$ cat src/common/sadc_pkg.sv
// shared constants, field layouts and carrier types for the converter control block
package sadc_pkg;

  ////////////////////////////////////////////////////////////////////////////
  // register indices as printed; byte address is four times the index
  localparam logic [7:0] IDX_PRESCALE   = 8'h94;
  localparam logic [7:0] IDX_RESULT_LO  = 8'h95;
  localparam logic [7:0] IDX_RESULT_HI  = 8'h96;
  localparam logic [7:0] IDX_CONTROL    = 8'h97;

  localparam logic [11:0] ADDR_PRESCALE  = {2'b00, IDX_PRESCALE, 2'b00};
  localparam logic [11:0] ADDR_RESULT_LO = {2'b00, IDX_RESULT_LO, 2'b00};
  localparam logic [11:0] ADDR_RESULT_HI = {2'b00, IDX_RESULT_HI, 2'b00};
  localparam logic [11:0] ADDR_CONTROL   = {2'b00, IDX_CONTROL, 2'b00};

  ////////////////////////////////////////////////////////////////////////////
  // control/status bit positions
  localparam int BIT_IRQ_FLAG = 7;
  localparam int BIT_IRQ_EN   = 6;
  localparam int BIT_POWER    = 5;
  localparam int BIT_CHAN_HI  = 4;
  localparam int BIT_CHAN_LO  = 2;
  localparam int BIT_START    = 1;
  localparam int BIT_DONE     = 0;

  // prescaler bit positions
  localparam int BIT_REF_GATE = 3;
  localparam int BIT_DIV_HI   = 2;
  localparam int BIT_DIV_LO   = 0;

  // result split between the two result registers
  localparam int RES_LO_HI    = 7;
  localparam int RES_HI_HI    = 9;
  localparam int RES_HI_LO    = 8;

  ////////////////////////////////////////////////////////////////////////////
  // reset values
  localparam logic [7:0] RESET_CONTROL  = 8'h00;
  localparam logic [3:0] RESET_PRESCALE = 4'h0;
  localparam logic [9:0] RESET_RESULT   = 10'h000;

  ////////////////////////////////////////////////////////////////////////////
  typedef struct packed {
    logic       conv_done_irq_flag;
    logic       conv_irq_enable;
    logic       converter_power_enable;
    logic [2:0] channel_select;
    logic       start_trigger_bit;
    logic       conv_done_status;
  } sadc_control_type;

  typedef struct packed {
    logic       ref_clock_gate;
    logic [2:0] ref_clock_divide_field;
  } sadc_prescale_type;

  // what the sequencer reports back to the register file
  typedef struct packed {
    logic       busy;
    logic       done_set;
    logic [9:0] result;
  } sadc_seq_report_type;

  typedef enum logic [2:0] {
    SEQ_IDLE = 3'b001,
    SEQ_BUSY = 3'b010,
    SEQ_LOAD = 3'b100
  } sadc_seq_state_type;

  typedef enum logic [2:0] {
    SEL_NONE,
    SEL_PRESCALE,
    SEL_RESULT_LO,
    SEL_RESULT_HI,
    SEL_CONTROL
  } sadc_sel_type;

endpackage

$ cat src/hdl/sadc_refclk_div.sv
// power-of-two divider producing the converter reference clock strobe
`timescale 1ns/1ps
`default_nettype none

module sadc_refclk_div
  import sadc_pkg::*;
#(
  parameter int DIV_WIDTH = 3
)
(
  input  wire logic                 clk,
  input  wire logic                 rst,
  input  wire logic                 gate,
  input  wire logic [DIV_WIDTH-1:0] divide,
  output logic                      tick
);

  localparam int CNT_W = (1 << DIV_WIDTH) - 1;

  typedef struct packed {
    logic [CNT_W-1:0] count;
    logic             tick;
  } sadc_div_reg_type;

  sadc_div_reg_type st;
  sadc_div_reg_type next_st;

  function automatic logic [CNT_W-1:0] div_mask(input logic [DIV_WIDTH-1:0] n);
    logic [CNT_W:0] one_hot;
    one_hot = '0;
    one_hot[n] = 1'b1;
    div_mask = CNT_W'(one_hot - 1'b1);
  endfunction

  ////////////////////////////////////////////////////////////////////////////
  always_comb
  begin
    next_st = st;
    if (!gate)
    begin
      // gated off: counter parked so the first tick after enable is a full period
      next_st.count = '0;
      next_st.tick  = 1'b0;
    end
    else
    begin
      next_st.tick  = ((st.count & div_mask(divide)) == div_mask(divide));
      next_st.count = st.count + 1'b1;
    end
  end

  always_ff @(posedge clk)
  begin
    if (rst)
      st <= '0;
    else
      st <= next_st;
  end

  assign tick = st.tick;

endmodule

`default_nettype wire

$ cat src/hdl/sadc_conv_seq.sv
// conversion sequencer: start handshake toward the analog core and result capture
`timescale 1ns/1ps
`default_nettype none

module sadc_conv_seq
  import sadc_pkg::*;
(
  input  wire logic          clk,
  input  wire logic          rst,
  input  wire logic          start_req,
  input  wire logic          power_on,
  input  wire logic          conv_done,
  input  wire logic [9:0]    conv_result,
  output logic               start_pulse,
  output sadc_seq_report_type report
);

  typedef struct packed {
    sadc_seq_state_type state;
    logic               start_pulse;
    logic               done_set;
    logic [9:0]         result;
  } sadc_seq_reg_type;

  localparam sadc_seq_reg_type SEQ_RESET = '{
    state:       SEQ_IDLE,
    start_pulse: 1'b0,
    done_set:    1'b0,
    result:      RESET_RESULT
  };

  sadc_seq_reg_type st;
  sadc_seq_reg_type next_st;

  ////////////////////////////////////////////////////////////////////////////
  always_comb
  begin
    next_st = st;
    next_st.start_pulse = 1'b0;
    next_st.done_set    = 1'b0;
    case (st.state)
      SEQ_IDLE:
      begin
        // a start with the converter powered down is dropped
        if (start_req && power_on)
        begin
          next_st.start_pulse = 1'b1;
          next_st.state       = SEQ_BUSY;
        end
      end
      SEQ_BUSY:
      begin
        if (!power_on)
          next_st.state = SEQ_IDLE;
        else if (conv_done)
        begin
          next_st.result = conv_result;
          next_st.state  = SEQ_LOAD;
        end
      end
      SEQ_LOAD:
      begin
        // status follows one cycle after the result is in place
        next_st.done_set = 1'b1;
        next_st.state    = SEQ_IDLE;
      end
      default:
      begin
        next_st.state = SEQ_IDLE;
      end
    endcase
  end

  always_ff @(posedge clk)
  begin
    if (rst)
      st <= SEQ_RESET;
    else
      st <= next_st;
  end

  assign start_pulse     = st.start_pulse;
  assign report.busy     = (st.state == SEQ_BUSY);
  assign report.done_set = st.done_set;
  assign report.result   = st.result;

endmodule

`default_nettype wire

$ cat src/hdl/sadc_ctrl_regs.sv
// register file and control for the eight-channel 10-bit converter, APB slave
//
// Overview of operation
// - flag sets on each rising edge of the done status bit
// - interrupt request asserted only while flag and enable are both one
// - power enable zero shuts converter off; one enables it
// - three-bit channel field picks analog input 0 through 7
// - writing one to start begins conversion; bit self-clears next cycle
// - done status reads zero until conversion completes, then one
// - software may clear done status by writing zero
// - prescaler bit 3 gates reference clock; off at reset
// - reference clock is oscillator divided by two to the prescale field
// - low result register holds result bits 7 to 0
// - high result register holds bits 9 and 8 in low bits
// - all four registers reset to zero
// - completion loads result first, then sets done status
// - done status is cleared while a conversion runs
//
// Added by the designer: register access over APB.
`timescale 1ns/1ps
`default_nettype none

module sadc_ctrl_regs
  import sadc_pkg::*;
#(
  parameter int ADDR_WIDTH = 12,
  parameter int DIV_WIDTH  = 3
)
(
  input  wire logic                  MCLK,
  input  wire logic                  RESET,
  input  wire logic                  PSEL,
  input  wire logic                  PENABLE,
  input  wire logic                  PWRITE,
  input  wire logic [ADDR_WIDTH-1:0] PADDR,
  input  wire logic [31:0]           PWDATA,
  input  wire logic [3:0]            PSTRB,
  output logic                       PREADY,
  output logic [31:0]                PRDATA,
  output logic                       PSLVERR,
  input  wire logic                  CONV_DONE,
  input  wire logic [9:0]            CONV_RESULT,
  output logic                       CONVERTER_POWER_ENABLE,
  output logic [2:0]                 CHANNEL_SELECT,
  output logic                       CONV_START,
  output logic                       CONVERTER_REF_CLOCK,
  output logic                       CONV_IRQ
);

  ////////////////////////////////////////////////////////////////////////////
  typedef struct packed {
    sadc_control_type  control;
    sadc_prescale_type prescale;
    logic              done_prev;
    logic              irq;
    logic              pready;
    logic [31:0]       prdata;
    logic              pslverr;
  } sadc_top_reg_type;

  localparam sadc_top_reg_type TOP_RESET = '{
    control:   sadc_control_type'(RESET_CONTROL),
    prescale:  sadc_prescale_type'(RESET_PRESCALE),
    done_prev: 1'b0,
    irq:       1'b0,
    pready:    1'b0,
    prdata:    32'h0000_0000,
    pslverr:   1'b0
  };

  sadc_top_reg_type    st;
  sadc_top_reg_type    next_st;
  sadc_seq_report_type report;
  logic                start_pulse;
  logic                ref_tick;
  sadc_sel_type        sel;
  logic                access;
  logic                wr;
  logic [31:0]         rd_data;

  ////////////////////////////////////////////////////////////////////////////
  // address decode; any address off the four words, misaligned included, is unmapped
  function automatic sadc_sel_type decode(input logic [ADDR_WIDTH-1:0] addr);
    logic [11:0] a;
    a = 12'(addr);
    if (ADDR_WIDTH > 12 && (addr >> 12) != '0)
      decode = SEL_NONE;
    else if (a == ADDR_PRESCALE)
      decode = SEL_PRESCALE;
    else if (a == ADDR_RESULT_LO)
      decode = SEL_RESULT_LO;
    else if (a == ADDR_RESULT_HI)
      decode = SEL_RESULT_HI;
    else if (a == ADDR_CONTROL)
      decode = SEL_CONTROL;
    else
      decode = SEL_NONE;
  endfunction

  ////////////////////////////////////////////////////////////////////////////
  sadc_conv_seq u_seq (
    .clk         (MCLK),
    .rst         (RESET),
    .start_req   (st.control.start_trigger_bit),
    .power_on    (st.control.converter_power_enable),
    .conv_done   (CONV_DONE),
    .conv_result (CONV_RESULT),
    .start_pulse (start_pulse),
    .report      (report)
  );

  sadc_refclk_div #(
    .DIV_WIDTH (DIV_WIDTH)
  ) u_div (
    .clk    (MCLK),
    .rst    (RESET),
    .gate   (st.prescale.ref_clock_gate),
    .divide (DIV_WIDTH'(st.prescale.ref_clock_divide_field)),
    .tick   (ref_tick)
  );

  ////////////////////////////////////////////////////////////////////////////
  // read mux; reads are free of side effects so polling never loses a result
  always_comb
  begin
    sel = decode(PADDR);
    case (sel)
      SEL_CONTROL:
        rd_data = {24'h000000, st.control};
      SEL_PRESCALE:
        rd_data = {28'h0000000, st.prescale};
      SEL_RESULT_LO:
        rd_data = {24'h000000, report.result[RES_LO_HI:0]};
      SEL_RESULT_HI:
        rd_data = {30'h00000000, report.result[RES_HI_HI:RES_HI_LO]};
      default:
        rd_data = 32'h0000_0000;
    endcase
  end

  ////////////////////////////////////////////////////////////////////////////
  always_comb
  begin
    next_st = st;
    access  = PSEL && PENABLE && st.pready;
    wr      = access && PWRITE && PSTRB[0];

    // start bit is one cycle wide whatever was written
    next_st.control.start_trigger_bit = 1'b0;
    next_st.done_prev = st.control.conv_done_status;

    // bus: answer is prepared in the setup cycle, no wait states
    next_st.pready  = 1'b0;
    next_st.pslverr = 1'b0;
    if (PSEL && !PENABLE)
    begin
      next_st.pready  = 1'b1;
      next_st.pslverr = (sel == SEL_NONE);
      next_st.prdata  = PWRITE ? 32'h0000_0000 : rd_data;
    end

    // software writes; result registers are read-only and ignore writes
    if (wr && sel == SEL_CONTROL)
    begin
      next_st.control.conv_irq_enable = PWDATA[BIT_IRQ_EN];
      next_st.control.converter_power_enable = PWDATA[BIT_POWER];
      next_st.control.channel_select = PWDATA[BIT_CHAN_HI:BIT_CHAN_LO];
      if (!PWDATA[BIT_IRQ_FLAG])
        next_st.control.conv_done_irq_flag = 1'b0;
      if (PWDATA[BIT_START])
        next_st.control.start_trigger_bit = 1'b1;
      if (!PWDATA[BIT_DONE])
        next_st.control.conv_done_status = 1'b0;
    end
    if (wr && sel == SEL_PRESCALE)
    begin
      next_st.prescale.ref_clock_gate = PWDATA[BIT_REF_GATE];
      next_st.prescale.ref_clock_divide_field = PWDATA[BIT_DIV_HI:BIT_DIV_LO];
    end

    // hardware updates come after software so a set beats a same-cycle clear
    if (report.busy)
      next_st.control.conv_done_status = 1'b0;
    if (report.done_set)
      next_st.control.conv_done_status = 1'b1;
    if (st.control.conv_done_status && !st.done_prev)
      next_st.control.conv_done_irq_flag = 1'b1;

    next_st.irq = next_st.control.conv_done_irq_flag
                  && next_st.control.conv_irq_enable;
  end

  always_ff @(posedge MCLK)
  begin
    if (RESET)
      st <= TOP_RESET;
    else
      st <= next_st;
  end

  ////////////////////////////////////////////////////////////////////////////
  assign PREADY                 = st.pready;
  assign PRDATA                 = st.prdata;
  assign PSLVERR                = st.pslverr;
  assign CONVERTER_POWER_ENABLE = st.control.converter_power_enable;
  assign CHANNEL_SELECT         = st.control.channel_select;
  assign CONV_START             = start_pulse;
  assign CONVERTER_REF_CLOCK    = ref_tick;
  assign CONV_IRQ               = st.irq;

endmodule

`default_nettype wire

$ cat config.mk
export PLATFORM = sky130hd
export DESIGN_NAME = sadc_ctrl_regs
export DESIGN_NICKNAME = d
export VERILOG_FILES = /design/src/common/sadc_pkg.sv /design/src/hdl/sadc_refclk_div.sv /design/src/hdl/sadc_conv_seq.sv /design/src/hdl/sadc_ctrl_regs.sv
export SDC_FILE = /design/constraint.sdc
export NUM_CORES = 1
export LEC_CHECK = 0
export ABC_AREA = 1
export BUFFER_PORTS_ARGS = -buffer_cell sky130_fd_sc_hd__buf_2
export CORE_MARGIN = 2
export CORE_UTILIZATION = 51
export DETAILED_ROUTE_END_ITERATION = 10
export GPL_TIMING_DRIVEN = 1
export PLACE_DENSITY_LB_ADDON = 0.08
export SLEW_MARGIN = 10
export SYNTH_ARGS = -nofsm -noshare
export SYNTH_HDL_FRONTEND = slang
export SYNTH_SLANG_ARGS = --single-unit
$ cat constraint.sdc
create_clock -name MCLK -period 3.86 [get_ports MCLK]
set_clock_uncertainty 0.15 [all_clocks]
set_input_delay 0.386 -clock MCLK [delete_from_list [all_inputs] [get_ports MCLK]]
set_output_delay 0.386 -clock MCLK [all_outputs]
set_load 0.05 [all_outputs]
==> impl_metrics.ini <==
[layout]
count_of_nets_after_finishing = 431
area_taken_by_multi_input_logic_gates_um2 = 1040
antenna_cells_inserted = 0
layout-drive-gt1-share = 0.1885
register_area_um2 = 940.9
filler_cell_count = 469
layout-area-overhead-vs-synth_pct = 8.271
final_core_util = 0.5791

[timing]
worstMarginPinSlew_ns = 0.5151
unrepaired_setup_endpoints_after_global_routing = false
timing.final.hold_violations = 0
clock.fmax_mhz = 486.3
final-setup-viol-count = 0
period_utilization = 0.5327
final.setup.tns_ns = 0
finalCriticalPeriod_ns = 2.056
slew_viol_final = 0
slew_headroom = 0.6562

[global_route]
grt_antenna_before_repair = 0
grt_use_total = 0.1761
grt_first_pass_wirelength_um = 7327
vias_in_the_first_global_route = 1717
globalRoute.totalOverflow = 0
pin_count_of_the_biggest_net_entering_global_routing = 25

[min_path]
min_delay_path_depth = 3
hold_path.class = input port to flip-flop

[detailed_routing]
post-route-drc-count = 0
drt-pass1-iter-count = 4
drt-wirelength-per-cell_um = 10.59
detailroute.via_count = 1950
drt.antenna.violating_nets = 0
route.detailed.vias_per_inst = 4.665
first_iter_violations = 78
route.final.wire_length_um = 4427

[clock_network]
clock-root-buffer = sky130_fd_sc_hd__clkbuf_8
numClockSinks = 47
cts_resized = 0
cts_max_path_buffers = 2
cts_hold_buf = 0
cts_setup_buffers = 0
clk_pin_slew_worst_paths_ns = 0.08
numCtsBuffers = 5
worstSkewPairLatency_ns = 0.29
tritoncts = built
h_tree_level_count = 2

[yosys]
synth_area_leaders = sky130_fd_sc_hd__dfxtp_1 (40%), sky130_fd_sc_hd__buf_4 (12%), sky130_fd_sc_hd__nand2_1 (7.7%)
yosysTopAreaCell = sky130_fd_sc_hd__dfxtp_1
synth_cells = 325
postSynthAreaPerCell_um2 = 7.215
post_synthesis_sequential_area_ratio = 0.4013
synth_seq_cells = 47
proportion_of_netlist_area_held_by_the_largest_area_contributor = 0.4013
yosysWarningCount = 0
synth.cell_area_um2 = 2345
synth_cell_type_count = 33

[placed_design]
dp_hpwl_um = 3419
place.gp.congestion = 0.8121
port_buffers = 53

[floorplanning]
core-area_um2 = 4384
die_height_um = 71.81
die_w_um = 71.81
fp-row-count = 24
ios = 105
floorplan.die_area_um2 = 5156
initial_core_utilization = 0.5348

[worst_setup_path]
timing.critical_path.slowest_cell_delay_ns = 0.49
cell_chain_of_the_critical_path = buf_2, nor2_1, nand2_1, nor2_4, nand3_1, o21ai_0, o21a_1, nor2_1
crit_path_frequent_cell = sky130_fd_sc_hd__nor2_1
criticalPathCategory = input port to flip-flop
cp_max_stage_cell = sky130_fd_sc_hd__nand3_1
required_time_worst_endpoint_ns = 3.89
timing.critical_path.to_type = flip-flop
path_max_fanout = 24
arrival_ns = 2.08
timing.critical_path.from_type = input port
reg2regPathDepth = 6

[power_and_ir_drop]
power.density_cell_area_nw_per_um2 = 341.4
power.ir.vdd_worst_v = 0.0002196
p_leak_nw = 1.117

[flow_run]
drv.max_cap_violation_count = 0

[run_status]
run_status = finished, final reports clean
[cells in the final DEF, fill, tap and decap left out, types with 2 or more instances in the layout]
cell type and n:
sky130_fd_sc_hd__a21oi_1 22, sky130_fd_sc_hd__buf_2 53, sky130_fd_sc_hd__nor2_4 3, sky130_fd_sc_hd__conb_1 24
sky130_fd_sc_hd__nand2_1 48, sky130_fd_sc_hd__xor2_1 2, sky130_fd_sc_hd__o211ai_1 3, sky130_fd_sc_hd__clkbuf_8 5
sky130_fd_sc_hd__o21ai_0 26, sky130_fd_sc_hd__inv_1 36, sky130_fd_sc_hd__dfxtp_1 47, sky130_fd_sc_hd__ha_1 2
sky130_fd_sc_hd__nor2_1 44, sky130_fd_sc_hd__nand3_1 29, sky130_fd_sc_hd__nor3_1 3
[metal layers]
metal	up-vias	global-route usage	share of wire
met4	0	0.04403	0.0052
li1	1055	-	-
met5	-	0	0
met3	2	0.04641	0.055
met2	52	0.2932	0.45
met1	841	0.2278	0.49
[critical path: cells and delay by family]
family          cells  cell delay [ns]
compound gates      2             0.47
buf+inv             1             0.09
simple gates        5             1.12
[where the power goes]
part	internal, mW	switching [mW]	leakage [nW]	total (mW)
clock network	0.127	0.158	0.0412	0.285
registers	0.485	0.000210	0.379	0.485
logic	0.0190	0.0777	0.697	0.0967
[logic make-up (layout without fill, tap and decap cells)]
group / count (synthesis) / in the layout / share of synthesized area
simple gates: 134 / 134 / 0.2503
buf+inv: 81 / 99 / 0.1921
compound gates: 57 / 57 / 0.1329
flops: 47 / 47 / 0.4013
xor+xnor: 3 / 3 / 0.01121
fa+ha+maj: 2 / 2 / 0.01067
other cells: 1 / 24 / 0.001599
[final cells by class]
| type | instances | share of cell area |
|---|---|---|
| multi-input combinational | 220 | 0.4096 |
| sequential | 47 | 0.3706 |
| timing repair buffer | 53 | 0.1045 |
| inverter | 38 | 0.05619 |
| clock buffer | 6 | 0.02859 |
| tap | 52 | 0.02563 |
| clock inverter | 2 | 0.004929 |
[cells in the mapped netlist, drive strengths merged]
cell type / n
a21oi: 23
a31oi: 1
and3: 1
buf: 40
clkbuf: 3
clkinv: 1
conb: 1
dfxtp: 47
ha: 2
inv: 37
nand2: 49
nand3: 30
nand4: 1
nor2: 48
nor3: 3
nor4: 1
o211ai: 3
o21a: 1
o21ai: 27
o21bai: 1
o22ai: 1
or2: 1
xnor2: 1
xor2: 2
[flip-flops by register name, indices dropped and copies added (netlist names), 3 cells and up]
signal and flops:
u_seq.report 11, PRDATA 8, st 8, u_div.st 7, CHANNEL_SELECT 3, u_seq.st 3
[final timing paths]
check	start	endpoint	slack (ns)
setup / recovery	PADDR[5]	st[47]	1.80
hold / removal	CONV_RESULT[0]	u_seq.report[0]	0.19
setup reg to reg	PREADY	st[47]	2.10
hold reg to reg	u_seq.report[10]	next_st[35]	0.29
[per-stage QoR]
step | hold slack, ns | setup WS (ns) | area, um2 | cells | total power [mW]
after global placement | 0.2688 | 1.485 | 2454 | 410 | 0.5927
after floorplan | 0.2480 | 2.203 | 2431 | 348 | 0.5899
after CTS | 0.1828 | 1.799 | 2539 | 418 | 0.8758
after global routing | 0.1927 | 1.557 | 2539 | 418 | 0.8979
after detailed placement | 0.2733 | 1.463 | 2454 | 410 | 0.5933
final | 0.1861 | 1.804 | 2539 | 418 | 0.8666
Power figures use the tool's default switching activity.
